$ cat src/design/bfs_pkg.sv
// Notes on behaviour
// - Channel below ground-short threshold 20 ms: switch off, inject test current 300 us.
// - After test interval, declare ground short only if channel still below headroom.
// - Ground short disables boost, LEDs, power-line switch, then enters fault recovery.
// - Ground short sets summary, detail and per-channel flags; summary cleared by host.
// - Init: unused outputs not grounded set invalid-string flag and interrupt; keep running.
// - String configuration sampled only at initialization, held afterwards.
// - I2C open 500 ms without STOP: reset I2C logic, set error flag, interrupt.
// - Input undervoltage: flag, interrupt, standby, restart when input recovers.
// - Input overvoltage: flag, interrupt, standby, restart when input falls back.
// - Internal supply low: flag, interrupt, no recovery, restart when supply returns.
// - Input overcurrent or charge pump level: flag, interrupt, recovery, retry 100 ms.
// - Charge pump parts missing: flags, interrupt, pump off, keep operating.
// - Valid sync lost: flag, interrupt, internal frequency, spread spectrum per held level.
// - Config load check failure: flag and interrupt, keep operating normally.
// - Boost overvoltage low: flag without interrupt, suspend switching, stay normal.
// - Boost overvoltage high: flag, interrupt, recovery, wait for output to fall.
// - Feedback undervoltage 110 ms: overcurrent flag, interrupt, recovery, retry 100 ms.
// - String resistor invalid: flag without interrupt, default four channels 200 mA.
// - Mode resistor invalid: flag without interrupt, phase-shift dimming, address 0x3A.
// - Frequency resistor invalid: flag without interrupt, 400 kHz boost, 305 Hz dimming.
// - Recovery keeps drivers, boost, switch off 100 ms; restart if enabled and bright.
`default_nettype none
package bfs_pkg;
	localparam int unsigned CLK_HZ          = 200_000_000;
	localparam int unsigned GND_FILT_MS     = 20;
	localparam int unsigned TEST_CUR_US     = 300;
	localparam int unsigned I2C_TMO_MS      = 500;
	localparam int unsigned RECOVERY_MS     = 100;
	localparam int unsigned FB_UV_MS        = 110;
	localparam int unsigned GND_FILT_CYC    = GND_FILT_MS * (CLK_HZ / 1000);
	localparam int unsigned TEST_CUR_CYC    = TEST_CUR_US * (CLK_HZ / 1_000_000);
	localparam int unsigned I2C_TMO_CYC     = I2C_TMO_MS * (CLK_HZ / 1000);
	localparam int unsigned RECOVERY_CYC    = RECOVERY_MS * (CLK_HZ / 1000);
	localparam int unsigned FB_UV_CYC       = FB_UV_MS * (CLK_HZ / 1000);
	localparam logic [6:0]  DEF_I2C_ADDR    = 7'h3A;
	localparam logic [2:0]  DEF_STRING_CFG  = 3'h0;
	localparam logic [3:0]  DEF_USED_MASK   = 4'hF;
	localparam logic [1:0]  DEF_BST_FSEL    = 2'h0;
	localparam logic [1:0]  DEF_PWM_FSEL    = 2'h0;
	localparam logic        DEF_PHASE_SHIFT = 1'b1;
	// Fault word bit positions
	localparam int unsigned F_VIN_UV   = 0;
	localparam int unsigned F_VIN_OV   = 1;
	localparam int unsigned F_VDD_LOW  = 2;
	localparam int unsigned F_VIN_OC   = 3;
	localparam int unsigned F_CP_LVL   = 4;
	localparam int unsigned F_CP_PARTS = 5;
	localparam int unsigned F_SYNC     = 6;
	localparam int unsigned F_CRC      = 7;
	localparam int unsigned F_OVP_LOW  = 8;
	localparam int unsigned F_OVP_HIGH = 9;
	localparam int unsigned F_BST_OC   = 10;
	localparam int unsigned F_STR_RES  = 11;
	localparam int unsigned F_MODE_RES = 12;
	localparam int unsigned F_FREQ_RES = 13;
	localparam int unsigned F_SUMMARY  = 14;
	localparam int unsigned F_GND_DET  = 15;
	localparam int unsigned F_INVSTR   = 16;
	localparam int unsigned F_I2C_ERR  = 17;
	localparam int unsigned NFLAGS     = 18;
	// Resistor detection flags never interrupt
	localparam logic [NFLAGS-1:0] IRQ_MASK  = 18'h346FF;
	localparam logic [NFLAGS-1:0] CLEARABLE = 18'h346FF;
	typedef enum logic [2:0] {
		BFS_ST_INIT,
		BFS_ST_STANDBY,
		BFS_ST_RUN,
		BFS_ST_RECOVER,
		BFS_ST_WAIT_CLEAR
	} bfs_state_e;
endpackage : bfs_pkg
`default_nettype wire

$ cat src/design/bfs_supervisor.sv
`default_nettype none
module bfs_supervisor #(
	parameter int unsigned NCH        = 4,
	parameter int unsigned GND_FILT   = bfs_pkg::GND_FILT_CYC,
	parameter int unsigned TEST_CUR   = bfs_pkg::TEST_CUR_CYC,
	parameter int unsigned I2C_TMO    = bfs_pkg::I2C_TMO_CYC,
	parameter int unsigned RECOVERY   = bfs_pkg::RECOVERY_CYC,
	parameter int unsigned FB_UV_TIME = bfs_pkg::FB_UV_CYC
) (
	// Clock and reset
	input  wire logic                     i_clk,
	input  wire logic                     i_rst_n,
	// Device control pins
	input  wire logic                     i_enable,
	input  wire logic                     i_bright_nz,
	// Initialization results
	input  wire logic                     i_init_done,
	input  wire logic                     i_crc_fail,
	input  wire logic [2:0]               i_string_cfg,
	input  wire logic                     i_string_res_bad,
	input  wire logic                     i_mode_res_bad,
	input  wire logic                     i_mode_phase_shift,
	input  wire logic                     i_mode_addr_alt,
	input  wire logic                     i_freq_res_bad,
	input  wire logic [1:0]               i_bst_fsel,
	input  wire logic [1:0]               i_pwm_fsel,
	input  wire logic [NCH-1:0]           i_used_mask,
	input  wire logic [NCH-1:0]           i_unused_grounded,
	// Analog comparators
	input  wire logic [NCH-1:0]           i_below_gnd,
	input  wire logic [NCH-1:0]           i_below_headroom,
	input  wire logic                     i_vin_uv,
	input  wire logic                     i_vin_ov,
	input  wire logic                     i_vdd_low,
	input  wire logic                     i_vin_oc,
	input  wire logic                     i_cp_abnormal,
	input  wire logic                     i_cp_parts_missing,
	input  wire logic                     i_ovp_low,
	input  wire logic                     i_ovp_high,
	input  wire logic                     i_fb_uv,
	// Boost sync
	input  wire logic                     i_sync_valid,
	input  wire logic                     i_boost_sync_input,
	// I2C framing status
	input  wire logic                     i_i2c_busy,
	// Host clearing of summary flags
	input  wire logic                     i_int_clear,
	// Status
	output logic [bfs_pkg::NFLAGS-1:0]    o_flags,
	output logic [NCH-1:0]                o_per_channel_fault_flag,
	output logic                          o_int_n,
	output logic [2:0]                    o_state,
	// Actuators
	output logic                          o_boost_en,
	output logic                          o_boost_switch_en,
	output logic                          o_pl_switch_en,
	output logic [NCH-1:0]                o_led_en,
	output logic [NCH-1:0]                o_test_cur,
	output logic                          o_cp_en,
	output logic                          o_i2c_reset,
	// Settings in force
	output logic [2:0]                    o_string_cfg,
	output logic [NCH-1:0]                o_used_mask,
	output logic                          o_phase_shift,
	output logic [6:0]                    o_i2c_addr,
	output logic [1:0]                    o_bst_fsel,
	output logic [1:0]                    o_pwm_fsel,
	output logic                          o_use_int_clk,
	output logic                          o_spread_spectrum
);
	localparam int unsigned NF = bfs_pkg::NFLAGS;
	localparam int unsigned TW = $clog2(I2C_TMO + 1);
	initial
	begin
		if (NCH != 4 || RECOVERY < 1 || FB_UV_TIME < 1 || I2C_TMO < 1 ||
			RECOVERY >= I2C_TMO || FB_UV_TIME >= I2C_TMO)
			$error("bfs_supervisor: unsupported parameters");
	end

	// Asynchronous pin-side inputs, all but i_bright_nz, get two stages each
	localparam int unsigned NS = 2 * NCH + 14;
	logic [NS-1:0] raw_in;
	logic [NS-1:0] meta_q;
	logic [NS-1:0] sync_q;
	assign raw_in = {i_below_gnd, i_below_headroom, i_vin_uv, i_vin_ov, i_vdd_low, i_vin_oc,
		i_cp_abnormal, i_cp_parts_missing, i_ovp_low, i_ovp_high, i_fb_uv,
		i_sync_valid, i_boost_sync_input, i_enable, i_i2c_busy, i_int_clear};
	always_ff @(posedge i_clk or negedge i_rst_n)
	begin
		if (!i_rst_n)
		begin
			meta_q <= '0;
			sync_q <= '0;
		end
		else
		begin
			meta_q <= raw_in;
			sync_q <= meta_q;
		end
	end
	logic [NCH-1:0] s_bgnd;
	logic [NCH-1:0] s_bhead;
	logic s_vin_uv, s_vin_ov, s_vdd_low, s_vin_oc, s_cp_abn, s_cp_miss, s_ovpl, s_ovph;
	logic s_fb_uv, s_sync_ok, s_sync_lvl, s_en, s_i2c_busy, s_clr;
	assign {s_bgnd, s_bhead, s_vin_uv, s_vin_ov, s_vdd_low, s_vin_oc, s_cp_abn, s_cp_miss,
		s_ovpl, s_ovph, s_fb_uv, s_sync_ok, s_sync_lvl, s_en, s_i2c_busy, s_clr} = sync_q;

	typedef struct packed {
		bfs_pkg::bfs_state_e st;
		logic [TW-1:0]       tmr;
		logic [TW-1:0]       fb_cnt;
		logic [TW-1:0]       i2c_cnt;
		logic [NF-1:0]       flags;
		logic [NCH-1:0]      chan_flag;
		logic                sync_seen;
		logic                clr_prev;
		logic                int_n;
		logic                i2c_rst;
		logic [2:0]          str_cfg;
		logic [NCH-1:0]      used;
		logic                phase;
		logic [6:0]          addr;
		logic [1:0]          bfs;
		logic [1:0]          pfs;
	} bfs_sup_s;
	bfs_sup_s s_q;
	bfs_sup_s s_d;

	logic [NCH-1:0] gnd_fault;
	logic [NCH-1:0] gnd_off;
	logic           gnd_arm;
	assign gnd_arm = (s_q.st == bfs_pkg::BFS_ST_RUN);
	genvar g;
	generate
		for (g = 0; g < NCH; g++)
		begin : g_chan
			bfs_gnd_chan #(
				.FILT_CYC (GND_FILT),
				.TEST_CYC (TEST_CUR)
			) u_gnd (
				.i_clk            (i_clk),
				.i_rst_n          (i_rst_n),
				.i_arm            (gnd_arm & s_q.used[g]),
				.i_below_gnd      (s_bgnd[g]),
				.i_below_headroom (s_bhead[g]),
				.o_chan_off       (gnd_off[g]),
				.o_test_cur       (),
				.o_fault          (gnd_fault[g])
			);
		end
	endgenerate

	logic [NCH-1:0] test_cur_q;
	logic [NCH-1:0] led_en_q;
	logic           boost_en_q;
	logic           bsw_q;
	logic           pl_q;
	logic           cp_en_q;
	logic           int_clk_q;
	logic           ss_q;

	always_comb
	begin
		logic run;
		logic recover_evt;
		logic standby_hold;
		run = 1'b0;
		recover_evt = 1'b0;
		standby_hold = 1'b0;
		s_d = s_q;
		s_d.i2c_rst = 1'b0;
		s_d.clr_prev = s_clr;
		run = (s_q.st == bfs_pkg::BFS_ST_RUN);
		standby_hold = s_vin_uv | s_vin_ov | s_vdd_low | !s_en;
		// Host clear on rising edge; set below overrides
		if (s_clr && !s_q.clr_prev)
			s_d.flags = s_q.flags & ~bfs_pkg::CLEARABLE;
		if (s_vin_uv)
			s_d.flags[bfs_pkg::F_VIN_UV] = 1'b1;
		if (s_vin_ov)
			s_d.flags[bfs_pkg::F_VIN_OV] = 1'b1;
		if (s_vdd_low)
			s_d.flags[bfs_pkg::F_VDD_LOW] = 1'b1;
		if (run && s_vin_oc)
		begin
			s_d.flags[bfs_pkg::F_VIN_OC] = 1'b1;
			recover_evt = 1'b1;
		end
		if (run && s_cp_abn)
		begin
			s_d.flags[bfs_pkg::F_CP_LVL] = 1'b1;
			recover_evt = 1'b1;
		end
		if (s_cp_miss)
		begin
			s_d.flags[bfs_pkg::F_CP_PARTS] = 1'b1;
			s_d.flags[bfs_pkg::F_CP_LVL] = 1'b1;
		end
		// Sync loss only counts after a valid clock was seen
		if (s_q.st == bfs_pkg::BFS_ST_INIT || !s_en)
			s_d.sync_seen = 1'b0;
		else if (s_sync_ok)
			s_d.sync_seen = 1'b1;
		if (s_q.sync_seen && !s_sync_ok)
			s_d.flags[bfs_pkg::F_SYNC] = 1'b1;
		if (run && s_ovpl)
			s_d.flags[bfs_pkg::F_OVP_LOW] = 1'b1;
		if (run && s_ovph)
		begin
			s_d.flags[bfs_pkg::F_OVP_HIGH] = 1'b1;
			recover_evt = 1'b1;
		end
		if (!run || !s_fb_uv)
			s_d.fb_cnt = '0;
		else if (s_q.fb_cnt == TW'(FB_UV_TIME - 1))
		begin
			s_d.fb_cnt = '0;
			s_d.flags[bfs_pkg::F_BST_OC] = 1'b1;
			recover_evt = 1'b1;
		end
		else
			s_d.fb_cnt = s_q.fb_cnt + TW'(1);
		if (|gnd_fault)
		begin
			s_d.flags[bfs_pkg::F_SUMMARY] = 1'b1;
			s_d.flags[bfs_pkg::F_GND_DET] = 1'b1;
			s_d.chan_flag = s_q.chan_flag | gnd_fault;
			recover_evt = 1'b1;
		end
		// I2C timeout watchdog
		if (!s_i2c_busy)
			s_d.i2c_cnt = '0;
		else if (s_q.i2c_cnt == TW'(I2C_TMO - 1))
		begin
			s_d.i2c_cnt = '0;
			s_d.i2c_rst = 1'b1;
			s_d.flags[bfs_pkg::F_I2C_ERR] = 1'b1;
		end
		else
			s_d.i2c_cnt = s_q.i2c_cnt + TW'(1);
		unique case (s_q.st)
			bfs_pkg::BFS_ST_INIT:
				if (i_init_done)
				begin
					s_d.st = bfs_pkg::BFS_ST_STANDBY;
					s_d.str_cfg = i_string_res_bad ? bfs_pkg::DEF_STRING_CFG : i_string_cfg;
					s_d.used = i_string_res_bad ? bfs_pkg::DEF_USED_MASK : i_used_mask;
					s_d.phase = i_mode_res_bad ? bfs_pkg::DEF_PHASE_SHIFT : i_mode_phase_shift;
					s_d.addr = (i_mode_res_bad || !i_mode_addr_alt) ? bfs_pkg::DEF_I2C_ADDR
						: bfs_pkg::DEF_I2C_ADDR + 7'h01;
					s_d.bfs = i_freq_res_bad ? bfs_pkg::DEF_BST_FSEL : i_bst_fsel;
					s_d.pfs = i_freq_res_bad ? bfs_pkg::DEF_PWM_FSEL : i_pwm_fsel;
					s_d.flags[bfs_pkg::F_STR_RES] = i_string_res_bad;
					s_d.flags[bfs_pkg::F_MODE_RES] = i_mode_res_bad;
					s_d.flags[bfs_pkg::F_FREQ_RES] = i_freq_res_bad;
					s_d.flags[bfs_pkg::F_CRC] = i_crc_fail;
					if (|(~i_used_mask & ~i_unused_grounded) && !i_string_res_bad)
						s_d.flags[bfs_pkg::F_INVSTR] = 1'b1;
				end
			bfs_pkg::BFS_ST_STANDBY:
				if (!standby_hold && i_bright_nz)
					s_d.st = bfs_pkg::BFS_ST_RUN;
			bfs_pkg::BFS_ST_RUN:
				if (recover_evt)
				begin
					s_d.st = bfs_pkg::BFS_ST_RECOVER;
					s_d.tmr = '0;
				end
				else if (standby_hold)
					s_d.st = bfs_pkg::BFS_ST_STANDBY;
			bfs_pkg::BFS_ST_RECOVER:
				if (s_q.tmr == TW'(RECOVERY - 1))
					s_d.st = bfs_pkg::BFS_ST_WAIT_CLEAR;
				else
					s_d.tmr = s_q.tmr + TW'(1);
			bfs_pkg::BFS_ST_WAIT_CLEAR:
				// Overvoltage high waits for the output to fall
				if (!s_ovph && s_en && i_bright_nz)
					s_d.st = bfs_pkg::BFS_ST_STANDBY;
			default:
				s_d.st = bfs_pkg::BFS_ST_INIT;
		endcase
		s_d.int_n = !(|(s_d.flags & bfs_pkg::IRQ_MASK));
	end

	always_ff @(posedge i_clk or negedge i_rst_n)
	begin
		if (!i_rst_n)
		begin
			s_q <= '0;
			s_q.st <= bfs_pkg::BFS_ST_INIT;
			s_q.int_n <= 1'b1;
			test_cur_q <= '0;
			led_en_q <= '0;
			boost_en_q <= 1'b0;
			bsw_q <= 1'b0;
			pl_q <= 1'b0;
			cp_en_q <= 1'b0;
			int_clk_q <= 1'b0;
			ss_q <= 1'b0;
		end
		else
		begin
			s_q <= s_d;
			test_cur_q <= gnd_off;
			led_en_q <= (s_d.st == bfs_pkg::BFS_ST_RUN) ? (s_d.used & ~gnd_off) : '0;
			boost_en_q <= (s_d.st == bfs_pkg::BFS_ST_RUN);
			bsw_q <= (s_d.st == bfs_pkg::BFS_ST_RUN) && !s_ovpl;
			pl_q <= (s_d.st == bfs_pkg::BFS_ST_RUN);
			cp_en_q <= (s_d.st != bfs_pkg::BFS_ST_INIT) && !s_d.flags[bfs_pkg::F_CP_PARTS];
			int_clk_q <= s_d.flags[bfs_pkg::F_SYNC] | !s_d.sync_seen;
			ss_q <= s_d.flags[bfs_pkg::F_SYNC] & s_sync_lvl;
		end
	end

	assign o_flags                  = s_q.flags;
	assign o_per_channel_fault_flag = s_q.chan_flag;
	assign o_int_n                  = s_q.int_n;
	assign o_state                  = s_q.st;
	assign o_boost_en               = boost_en_q;
	assign o_boost_switch_en        = bsw_q;
	assign o_pl_switch_en           = pl_q;
	assign o_led_en                 = led_en_q;
	assign o_test_cur               = test_cur_q;
	assign o_cp_en                  = cp_en_q;
	assign o_i2c_reset              = s_q.i2c_rst;
	assign o_string_cfg             = s_q.str_cfg;
	assign o_used_mask              = s_q.used;
	assign o_phase_shift            = s_q.phase;
	assign o_i2c_addr               = s_q.addr;
	assign o_bst_fsel               = s_q.bfs;
	assign o_pwm_fsel               = s_q.pfs;
	assign o_use_int_clk            = int_clk_q;
	assign o_spread_spectrum        = ss_q;
endmodule : bfs_supervisor
`default_nettype wire

$ cat src/design/bfs_gnd_chan.sv
`default_nettype none
module bfs_gnd_chan #(
	parameter int unsigned FILT_CYC = bfs_pkg::GND_FILT_CYC,
	parameter int unsigned TEST_CYC = bfs_pkg::TEST_CUR_CYC
) (
	// Clock and reset
	input  wire logic i_clk,
	input  wire logic i_rst_n,
	// Control
	input  wire logic i_arm,
	input  wire logic i_below_gnd,
	input  wire logic i_below_headroom,
	// Result
	output logic      o_chan_off,
	output logic      o_test_cur,
	output logic      o_fault
);
	localparam int unsigned CW = $clog2(FILT_CYC + 1);
	initial
	begin
		if (FILT_CYC < 1 || TEST_CYC < 1 || TEST_CYC > FILT_CYC)
			$error("bfs_gnd_chan: bad timing parameters");
	end
	typedef struct packed {
		logic [CW-1:0] cnt;
		logic          testing;
		logic          fault;
	} bfs_gnd_s;
	bfs_gnd_s s_q;
	bfs_gnd_s s_d;
	always_comb
	begin
		s_d = s_q;
		s_d.fault = 1'b0;
		if (!i_arm)
		begin
			s_d.cnt = '0;
			s_d.testing = 1'b0;
		end
		else if (!s_q.testing)
		begin
			if (!i_below_gnd)
				s_d.cnt = '0;
			else if (s_q.cnt == CW'(FILT_CYC - 1))
			begin
				s_d.cnt = '0;
				s_d.testing = 1'b1;
			end
			else
				s_d.cnt = s_q.cnt + CW'(1);
		end
		else if (s_q.cnt == CW'(TEST_CYC - 1))
		begin
			s_d.cnt = '0;
			s_d.testing = 1'b0;
			s_d.fault = i_below_headroom;
		end
		else
			s_d.cnt = s_q.cnt + CW'(1);
	end
	always_ff @(posedge i_clk or negedge i_rst_n)
	begin
		if (!i_rst_n)
			s_q <= '0;
		else
			s_q <= s_d;
	end
	assign o_chan_off = s_q.testing;
	assign o_test_cur = s_q.testing;
	assign o_fault    = s_q.fault;
endmodule : bfs_gnd_chan
`default_nettype wire

$ cat config.mk
export PLATFORM = sky130hd
export DESIGN_NAME = bfs_supervisor
export DESIGN_NICKNAME = d
export VERILOG_FILES = /design/src/design/bfs_pkg.sv /design/src/design/bfs_supervisor.sv /design/src/design/bfs_gnd_chan.sv
export SDC_FILE = /design/constraint.sdc
export NUM_CORES = 1
export LEC_CHECK = 0
export BUFFER_PORTS_ARGS = -buffer_cell sky130_fd_sc_hd__clkbuf_2
export CORE_ASPECT_RATIO = 0.75
export CORE_UTILIZATION = 60
export DETAILED_ROUTE_END_ITERATION = 8
export GPL_TIMING_DRIVEN = 0
export PLACE_DENSITY = 0.8
export RECOVER_POWER = 25
export SKIP_CTS_REPAIR_TIMING = 1
export SLEW_MARGIN = 0
export SYNTH_ARGS = -nofsm -noshare
export SYNTH_HDL_FRONTEND = slang
export SYNTH_SLANG_ARGS = --single-unit
$ cat constraint.sdc
create_clock -name i_clk -period 3.08 [get_ports i_clk]
set_clock_uncertainty 0.2 [all_clocks]
set_input_delay 0.462 -clock i_clk [delete_from_list [all_inputs] [get_ports i_clk]]
set_output_delay 0.462 -clock i_clk [all_outputs]
set_load 0.02 [all_outputs]
# --- Word-level counts from Yosys, hierarchy flattened ---
# Cells that the tools add are included.
# W data, S select, Z words.
totals:
  register_bits: 282
  in_bits: 47
  out_inout_bits: 60
  wordCells: 210
op_classes:
  n_addsub: 7
  eq_ne: 18
  muxes: 95
  n_bitwise: 15
  reduce_logical: 36
ops:
  columns: ["operator", "n"]
  rows:
  - ["$mux W22", 12]
  - ["$mux W23", 8]
  - ["$mux W27", 6]
  - ["$add A22 B1 Y22 const B", 4]
  - ["$eq A22 B16 Y1 const B", 4]
  - ["$eq A22 B22 Y1 const B", 4]
  - ["$add A27 B1 Y27 const B", 3]
  - ["$eq A27 B25 Y1 const B", 2]
  - ["$pmux W27 S2", 1]
  - ["$mux W1", 45]
  - ["$mux W16", 2]
  - ["$eq A27 B27 Y1 const B", 1]
  - ["$mux W3", 9]
  - ["$mux W18", 1]
  - ["$mux W2", 8]
  - ["$pmux W3 S5", 1]
  - ["$logic_not A1 Y1", 13]
  - ["$reduce_or A13 Y1", 1]
  - ["$logic_and A1 B1 Y1", 12]
  - ["$not A4 Y4", 3]
  - ["$eq A3 B2 Y1 const B", 3]
  - ["$and A4 B4 Y4", 2]
  - ["$mux W4", 2]
  - ["$reduce_or A4 Y1", 2]
  - ["other kinds (13)", 22]

# --- Longest topological paths before layout ---
# Gate-level depths: netlist (run 1).
depth:
  word_depth: 12
  mapped_depth: 9
  mapped_depth_nobuf: 7

# --- By module ---
# A second synthesis (run 1) with hierarchy kept.
hier_totals:
  hier_cells: 1251
  area_unflattened_um2: 12918.6
modules_own_cells:
  columns: ["mod", "n_inst", "cells_each", "area_per_inst_um2", "seq_area_each_um2"]
  rows:
  - ["bfs_supervisor", 1, 763, 8059.0, 4530.6]
  - ["bfs_gnd_chan", 4, 122, 1214.9, 600.6]

# --- Least setup slack after synthesis (run 1) ---
# Ideal clock, no wire load.
synth_timing:
  kind: "register -> register"
  from: "register s_q[111] in the netlist's numbering"
  to: "register s_q[120] in the netlist's numbering"
  setup_time_ns: 0.073
  arrival_time_ns: 2.186
  required_time_ns: 2.807
  path_slack_ns: 0.620
  stages_incl_launch_ff: 8
  n_path_buf: 1
  synth_period_minus_slack_ns: 2.460
  path_cell_list: "dfrtp_1 -> or4b_4 -> or4_1 -> o31a_1 -> nand2_4 -> buf_8 -> o31ai_1 -> a21oi_2"
synth_between:
  elab_chain_cells: 3
  word_cells_on_any_way: 6
  classes_between: "add/sub: 1; eq/ne: 2; mux: 2; reduce/logical: 1"
synth_lines:
  columns: ["element", "line_no", "text"]
  rows:
  - ["from (decl)", "bfs_supervisor.sv:126", "bfs_sup_s s_q;"]
  - ["$add A27 B1 Y27 / $eq A27 B25 Y1 (equally long branches)", "bfs_supervisor.sv:275, bfs_supervisor.sv:272", null]
  - ["$mux W27 / $ne A2 B2 Y1 (equally long branches)", null, null]
  - ["$pmux W27 S2 / $reduce_and A3 Y1 (equally long branches)", null, null]
# Parallel ways exist; a longest one is shown, timed or not. The select of a mux whose other input is x is not followed.
# A chain may end at the register's enable or synchronous reset.

# --- Final worst setup path (run 1) ---
layout_timing:
  from: "register s_q[72] in the netlist's numbering"
  to: "register led_en_q[0], in the netlist o_led_en[0]"
layout_between:
  elab_chain_cells: 8
layout_lines:
  columns: ["element", "line_no", "text"]
  rows:
  - ["$eq A27 B25 Y1", "bfs_supervisor.sv:215", "else if (s_q.fb_cnt == TW'(FB_UV_TIME - 1))"]
  - ["$mux W1", "bfs_supervisor.sv:215", null]
  - ["$mux W1", "bfs_supervisor.sv:213", "if (!run || !s_fb_uv)"]
  - ["$mux W1", "bfs_supervisor.sv:223", "if (|gnd_fault)"]
  - ["$mux W3", "bfs_supervisor.sv:264", "if (recover_evt)"]
  - ["$pmux W3 S5", "bfs_supervisor.sv:241", "unique case (s_q.st)"]
  - ["$eq A3 B2 Y1", "bfs_supervisor.sv:306", "led_en_q <= (s_d.st == bfs_pkg::BFS_ST_RUN) ? (s_d.used & ~gnd_off) : '0;"]
  - ["$mux W4", "bfs_supervisor.sv:306", null]
  - ["to (signal assigned)", "bfs_supervisor.sv:306", null]
  - ["to (decl)", "bfs_supervisor.sv:154", "logic [NCH-1:0] led_en_q;"]
# Every way passes these cells.

==> metrics.cfg, run 1 <==
[run_status]
status = finished with violations
violations = negative hold slack, max-capacitance violations, max-slew violations

[routing]
vias_per_cell = 5.57
met1_length_um = 12600
drt_first_pass_iters = 5
drt-initial-drc-count = 768
route.met3.wl_um = 1290
avgRoutedWirePerCell_um = 16.1
top_layer = met4
wirelength_um = 26700
antenna_left = 0
via_count = 9281
route.met2.wl_um = 12200
drc_errors = 0

[cells_and_area]
diodes = 0
mostFrequentLayoutCells = 276 x dfrtp_1, 195 x nor2_1, 104 x clkbuf_2
drive_above_1_share_pct = 18.2
final_common_cell = dfrtp_1
nets = 1418
area_delta_synth_final_pct = 16.8

[grt]
grt.overflow.total = 0
groute.usage.overall_pct = 25.2
grt_max_degree = 111
grt_pass1_wl_um = 43700
first_global_vias = 8697
antenna_found_initial = 0

[sta]
slew_headroom_pct = -2.94
worstMarginPinSlew_ps = 1540
grt_setup_unrepaired = no
period_needed_ps = 2950
fin_crit_sh_pct = 95.6
final-hold-violation-count = 1
finalWorstSetupSlack_ps = 135
fmax_ghz = 0.340
setup_viol = 0
holdWs_ps = -14.6
slew_viol_final = 109

[placed_design]
gp_congestion = 0.876
hpwl_um = 18100
port_buffers = 103
place_ws_ps = -317

[worst_setup_path]
crit_path_start_kind = flop
critPathArrivalTime_ps = 3110
required_ps = 3250
setup.worst_path.end = o_led_en[0]$_DFF_PN0_
worst-setup-path-type = reg -> reg
startpoint = s_q[72]$_DFF_PN0_
endpoint_kind = flop
path_max_fanout = 6
worstReg2RegStart = s_q[72]$_DFF_PN0_
reg2reg_depth = 8
rr_endpoint = o_led_en[0]$_DFF_PN0_
r2r_slack_ps = 130

[logic_synthesis]
synth-async-reset-ratio_pct = 100
yosys_warnings = 0
ys_ff_latch = 277
postSynthCellCount = 1201
avgSynthCellArea_um2 = 10.4
yosys_most_used_dff = dfrtp_1
ys_types = 71
synth-edff-count = 0
ys_seq_area_share_pct = 55.3
syn_area_um2 = 12500

[clocking]
cts_buffers = 26
cts_tree = done
htreeDepth = 1
path_clk_slew_ps = 70
clockBufferDepth = 3
clk_latency_ps = 520
numClockSinks = 277
cts_root_buf = clkbuf_16

[power_and_ir_drop]
p_leak_nw = 6.41
powerDensity_nw_per_um2 = 488
power.total_w = 0.00714
peakVddDrop_mv = 0.392

[floorplanning]
die_x_um = 169
fp.dieArea_um2 = 21500
rows = 45
die_h_um = 127
initial_core_util_pct = 61.7
ios = 107
core-area_um2 = 20300

[min_path]
hp-class = in -> reg

[job]
maxCapViolations = 1

how the worst min path moves through the flow:
stage | endpoint | cells after the start | slack (ps) | from
2_1_floorplan | g_chan[0].u_gnd.o_chan_off$_DFF_PN0_ | 0 | -30 | i_rst_n
3_3_place_gp | sync_q[10]$_DFF_PN0_ | 0 | 130 | meta_q[10]$_DFF_PN0_
3_5_place_dp | sync_q[15]$_DFF_PN0_ | 0 | 130 | meta_q[15]$_DFF_PN0_
4_1_cts | s_q[99]$_DFFE_PN0P_ | 2 | -180 | i_rst_n
5_1_grt | o_string_cfg[1]$_DFFE_PN0P_ | 3 | 2 | i_string_cfg[1]
6_report | o_string_cfg[1]$_DFFE_PN0P_ | 3 | -10 | i_string_cfg[1]
cell families (layout without fill, tap and decap cells):
group | after synthesis | in the layout | share of synthesized area, %
AND/OR/NAND/NOR | 576 | 576 | 23.8
multiplexers | 3 | 3 | 0.270
buffers and inverters | 97 | 279 | 5.02
XOR/XNOR | 135 | 135 | 9.43
flip-flops | 277 | 277 | 55.3
adder cells (fa/ha/maj) | 7 | 7 | 0.699
other | 1 | 2 | 0.0299
AO/OA/AOI/OAI | 105 | 105 | 5.44
flip-flops by register name (all words and copies together) (netlist names), 2 cells and up:
register                  count
meta_q                       22
o_pwm_fsel                    2
o_state                       3
g_chan.u_gnd.o_chan_off       4
g_chan.u_gnd.o_fault          4
o_per_channel_fault_flag      4
sync_q                       22
o_i2c_addr                    2
o_flags                      18
o_test_cur                    4
o_string_cfg                  3
s_q                          83
o_led_en                      4
o_used_mask                   4
g_chan.u_gnd.s_q             88
o_bst_fsel                    2
cell type report:
| type | count | area [µm²] |
|---|---|---|
| Sequential cell | 277 | 6930 |
| Fill cell | 1477 | 5690 |
| Multi-Input combinational cell | 828 | 5000 |
| Timing Repair Buffer | 134 | 853 |
| Clock buffer | 37 | 783 |
| Buffer | 77 | 559 |
| Tap cell | 282 | 353 |
| Clock inverter | 11 | 86.3 |
| Inverter | 20 | 75.1 |
cells in the mapped netlist (all sizes together), types with 3 or more instances:
library cell / instances / area share [%]
and2: 7 / 0.35
ha: 7 / 0.70
o211ai: 4 / 0.24
or2: 11 / 0.55
nor4b: 15 / 1.1
buf: 53 / 3.2
mux2: 3 / 0.27
nor2b: 6 / 0.30
xnor2: 60 / 4.2
nor3b: 6 / 0.45
nand2: 94 / 2.9
nor2: 195 / 5.8
nand3b: 7 / 0.42
or3: 7 / 0.35
nor4: 10 / 0.50
nand4: 33 / 1.6
nor3: 23 / 0.92
inv: 20 / 0.60
dfrtp: 276 / 55
o21ai: 38 / 1.5
a31oi: 4 / 0.20
nand2b: 15 / 0.75
clkbuf: 22 / 0.74
xor2: 75 / 5.2
o31ai: 12 / 0.72
nand3: 67 / 2.7
a22o: 3 / 0.21
and4: 16 / 1.1
and3: 34 / 1.7
or4: 13 / 0.88
a21oi: 24 / 1.1
nor4bb: 9 / 0.72
a21o: 6 / 0.36
metal layers:
metal  global-route usage [%]  vias to the layer above
met4                     7.43                        0
met3                     3.69                       49
met5                        0                        -
li1                         -                     4417
met2                     38.4                      257
met1                     37.8                     4558
per-stage QoR:
| stage | util [%] | TNS [ps] | cells | cell area [µm²] | hold WS (ps) |
|---|---|---|---|---|---|
| 3_3_place_gp | 65.9 | -1186330 | 1587 | 13400 | 133 |
| 4_1_cts | 70.7 | -991 | 1639 | 14400 | -179 |
| 2_1_floorplan | - | 0 | 1202 | 12500 | -33.6 |
| 3_5_place_dp | 66.4 | -626 | 1591 | 13500 | 135 |
| 6_report | 72.0 | 0 | 1666 | 14600 | -14.6 |
| 5_1_grt | 72.0 | 0 | 1666 | 14600 | 2.45 |
critical path, cell delays in order (launching register included):
cell and delay, ps:
dfrtp_1 400, ha_1 200, and3_1 160, clkbuf_1 270, nand4_1 260, o21ai_1 250, o21ai_0 200, a22oi_2 340
nor4bb_1 510
power by group:
part | switching, W | leakage, nW | internal (W)
Combinational | 0.000134 | 2.27 | 0.0000824
Sequential | 0.0000253 | 3.71 | 0.00368
Clock | 0.00136 | 0.437 | 0.00186
Total | 0.00152 | 6.41 | 0.00562
Note: power is estimated with default switching activity, not from simulation.
==> run 2: changes to the inputs <==
--- a/config.mk
+++ b/config.mk
@@ -7,11 +7,12 @@
 export LEC_CHECK = 0
 export BUFFER_PORTS_ARGS = -buffer_cell sky130_fd_sc_hd__clkbuf_2
 export CORE_ASPECT_RATIO = 0.75
-export CORE_UTILIZATION = 60
+export CORE_UTILIZATION = 55
 export DETAILED_ROUTE_END_ITERATION = 8
 export GPL_TIMING_DRIVEN = 0
-export PLACE_DENSITY = 0.8
+export PLACE_DENSITY_LB_ADDON = 0.05
 export RECOVER_POWER = 25
+export REMOVE_ABC_BUFFERS = 1
 export SKIP_CTS_REPAIR_TIMING = 1
 export SLEW_MARGIN = 0
 export SYNTH_ARGS = -nofsm -noshare
==> run 2 against run 1 <==
Against the previous run:
- the run now ends clean
- non-clock buffer count down 70
- clock power up 6%
- cell count down 3.2%
- cell area down 2.7%
- flip-flop and latch count unchanged
- critical endpoint is now s_q[116]$_DFFE_PN0P_
- largest power group unchanged
==> metrics.cfg, run 2 (synthesized netlist as in run 1, its figures left out) <==
[worst_setup_path]
required_ps = 3340  ; was 3250 ps
worstReg2RegStart = s_q[72]$_DFF_PN0_  ; unchanged
endpoint_kind = flop  ; unchanged
path_max_fanout = 27  ; was 6
path_buf_inv = 0  ; was 1
crit_family = simple AND/OR/NAND/NOR gates  ; unchanged
cp_cell_sequence = ha_1 > and3_1 > nand4_1 > o21ai_2 > nand2_4 > or4_2 > a21oi_2  ; was ha_1 > and3_1 > clkbuf_1 > nand4_1 > o21ai_1 > o21ai_0 > a22oi_2 > nor4bb_1
crit_path_start_kind = flop  ; unchanged
critPathArrivalTime_ps = 3140  ; was 3110 ps
startpoint = s_q[72]$_DFF_PN0_  ; unchanged
crit_slowest_cell = or4_2  ; was nor4bb_1
worst-setup-path-type = reg -> reg  ; unchanged
slowest_delay_ps = 710  ; was 510 ps

[sta]
fin_crit_sh_pct = 93.5  ; was 95.6%
fmax_ghz = 0.347  ; was 0.340 GHz
slew_headroom_pct = 4.07  ; was -2.94%
setup_viol = 0  ; unchanged
period_needed_ps = 2880  ; was 2950 ps
slew_viol_final = 0  ; was 109
setup_tns_ps = 0  ; unchanged
finalWorstSetupSlack_ps = 200  ; was 135 ps
final-hold-violation-count = 0  ; was 1
holdWs_ps = 1.65  ; was -14.6 ps
worstMarginPinSlew_ps = 1440  ; was 1540 ps

[clocking]
clockBufferDepth = 3  ; unchanged
htreeDepth = 1  ; unchanged
cts_tree = done  ; unchanged
cts_root_buf = clkbuf_16  ; unchanged
clk_latency_ps = 540  ; was 520 ps
numClockSinks = 277  ; unchanged
cts_buffers = 28  ; was 26
path_clk_slew_ps = 60  ; was 70 ps

[floorplanning]
core-area_um2 = 22200  ; was 20300 µm²
ios = 107  ; unchanged
initial_core_util_pct = 56.4  ; was 61.7%
fp.dieArea_um2 = 23400  ; was 21500 µm²
die_x_um = 176  ; was 169 µm
die_h_um = 133  ; was 127 µm
rows = 47  ; was 45

[cells_and_area]
reg.largest.list = g_chan.u_gnd.s_q x88, s_q x83  ; unchanged
largest_reg_flops = 88  ; unchanged
nets = 1350  ; was 1418
final_common_cell = dfrtp_1  ; unchanged
largest-register = g_chan.u_gnd.s_q  ; unchanged
design_area_um2 = 14200  ; was 14600 µm²
area_delta_synth_final_pct = 13.6  ; was 16.8%
mostFrequentLayoutCells = 276 x dfrtp_1, 195 x nor2_1, 101 x clkbuf_2  ; was 276 x dfrtp_1, 195 x nor2_1, 104 x clkbuf_2
diodes = 0  ; unchanged
drive_above_1_share_pct = 15.5  ; was 18.2%

[power_and_ir_drop]
power.total_w = 0.00731  ; was 0.00714 W
power.share.clock_pct = 46.5  ; was 45.1%
power.internal_w = 0.00569  ; was 0.00562 W
powerDensity_nw_per_um2 = 513  ; was 488 nW/µm²
seq_power_share_pct = 50.6  ; was 51.9%
power_frac_comb_pct = 2.8  ; was 3.0%
p_leak_nw = 6.09  ; was 6.41 nW
p_sw_w = 0.00162  ; was 0.00152 W
p_sw_share_pct = 22.1  ; was 21.3%
peakVddDrop_mv = 0.444  ; was 0.392 mV

[placed_design]
port_buffers = 104  ; was 103
placed_area_um2 = 12900  ; was 13500 µm²
hpwl_um = 16100  ; was 18100 µm
gp_congestion = 0.778  ; was 0.876
place_ws_ps = -369  ; was -317 ps

[grt]
first_global_vias = 8199  ; was 8697
antenna_found_initial = 0  ; unchanged
grt.overflow.total = 0  ; unchanged
groute.usage.overall_pct = 21.8  ; was 25.2%
grt_pass1_wl_um = 41700  ; was 43700 µm
grt_max_degree = 109  ; was 111

[routing]
antenna_left = 0  ; unchanged
wirelength_um = 24700  ; was 26700 µm
drt-initial-drc-count = 762  ; was 768
vias_per_cell = 5.39  ; was 5.57
avgRoutedWirePerCell_um = 15.3  ; was 16.1 µm
via_count = 8695  ; was 9281
drc_errors = 0  ; unchanged
drt_first_pass_iters = 5  ; unchanged

[job]
maxCapViolations = 0  ; was 1

[min_path]
hp-class = in -> reg  ; unchanged
min_from = i_mode_phase_shift  ; was i_string_cfg[1]

[run_status]
status = finished, final reports clean  ; was finished with violations

run 2: tightest hold or removal path, delay by kind of cell:
family | cells | cell delay (ps)
AO/OA/AOI/OAI | 1 | 80
buffers and inverters | 1 | 80
AND/OR/NAND/NOR | 1 | 70
run 2: worst paths after layout:
kind	end	slack [ps]	depth (start not counted)
min	o_phase_shift$_DFFE_PN0P_	2	3
max	s_q[116]$_DFFE_PN0P_	200	7
min in group asynchronous	s_q[60]$_DFF_PN0_	600	2
min reg2reg	sync_q[7]$_DFF_PN0_	150	0
max in group asynchronous	o_flags[13]$_DFFE_PN0P_	620	4
max reg2reg	s_q[116]$_DFFE_PN0P_	200	7
run 2: per-stage QoR:
stage	cells	util [%]
floorplan	1125	-
global placement	1523	57.9
detailed placement	1525	58.2
CTS	1577	62.4
global route	1612	64.1
finish	1612	64.1
run 2: layer usage:
metal | track usage [%] | part of all wire (%) | vias up | wire [µm]
met5 | 0 | 0 | - | 0
met4 | 5.85 | 2.3 | 0 | 565
met3 | 2.99 | 3.6 | 33 | 876
met2 | 31.8 | 44 | 144 | 10800
met1 | 34.1 | 50 | 4252 | 12400
li1 | - | - | 4266 | -
run 2: power by group through the flow:
stage                     sequential (W)  clock [W]  combinational (W)
after detailed placement         0.00377          0           0.000184
after global placement           0.00377          0           0.000173
after CTS                        0.00370    0.00349           0.000184
final                            0.00370    0.00340           0.000208
after global routing             0.00370    0.00364           0.000236
after floorplan                  0.00378          0          0.0000345
run 2: layout make-up:
class                   count  area, µm²
fillers                  1795       7990
flip-flops and latches    277       6930
multi-input cells         828       5010
repair buffers            141        918
clock buffers              33        751
well taps                 294        368
clock inverters            19        183
inverters                  20       75.1
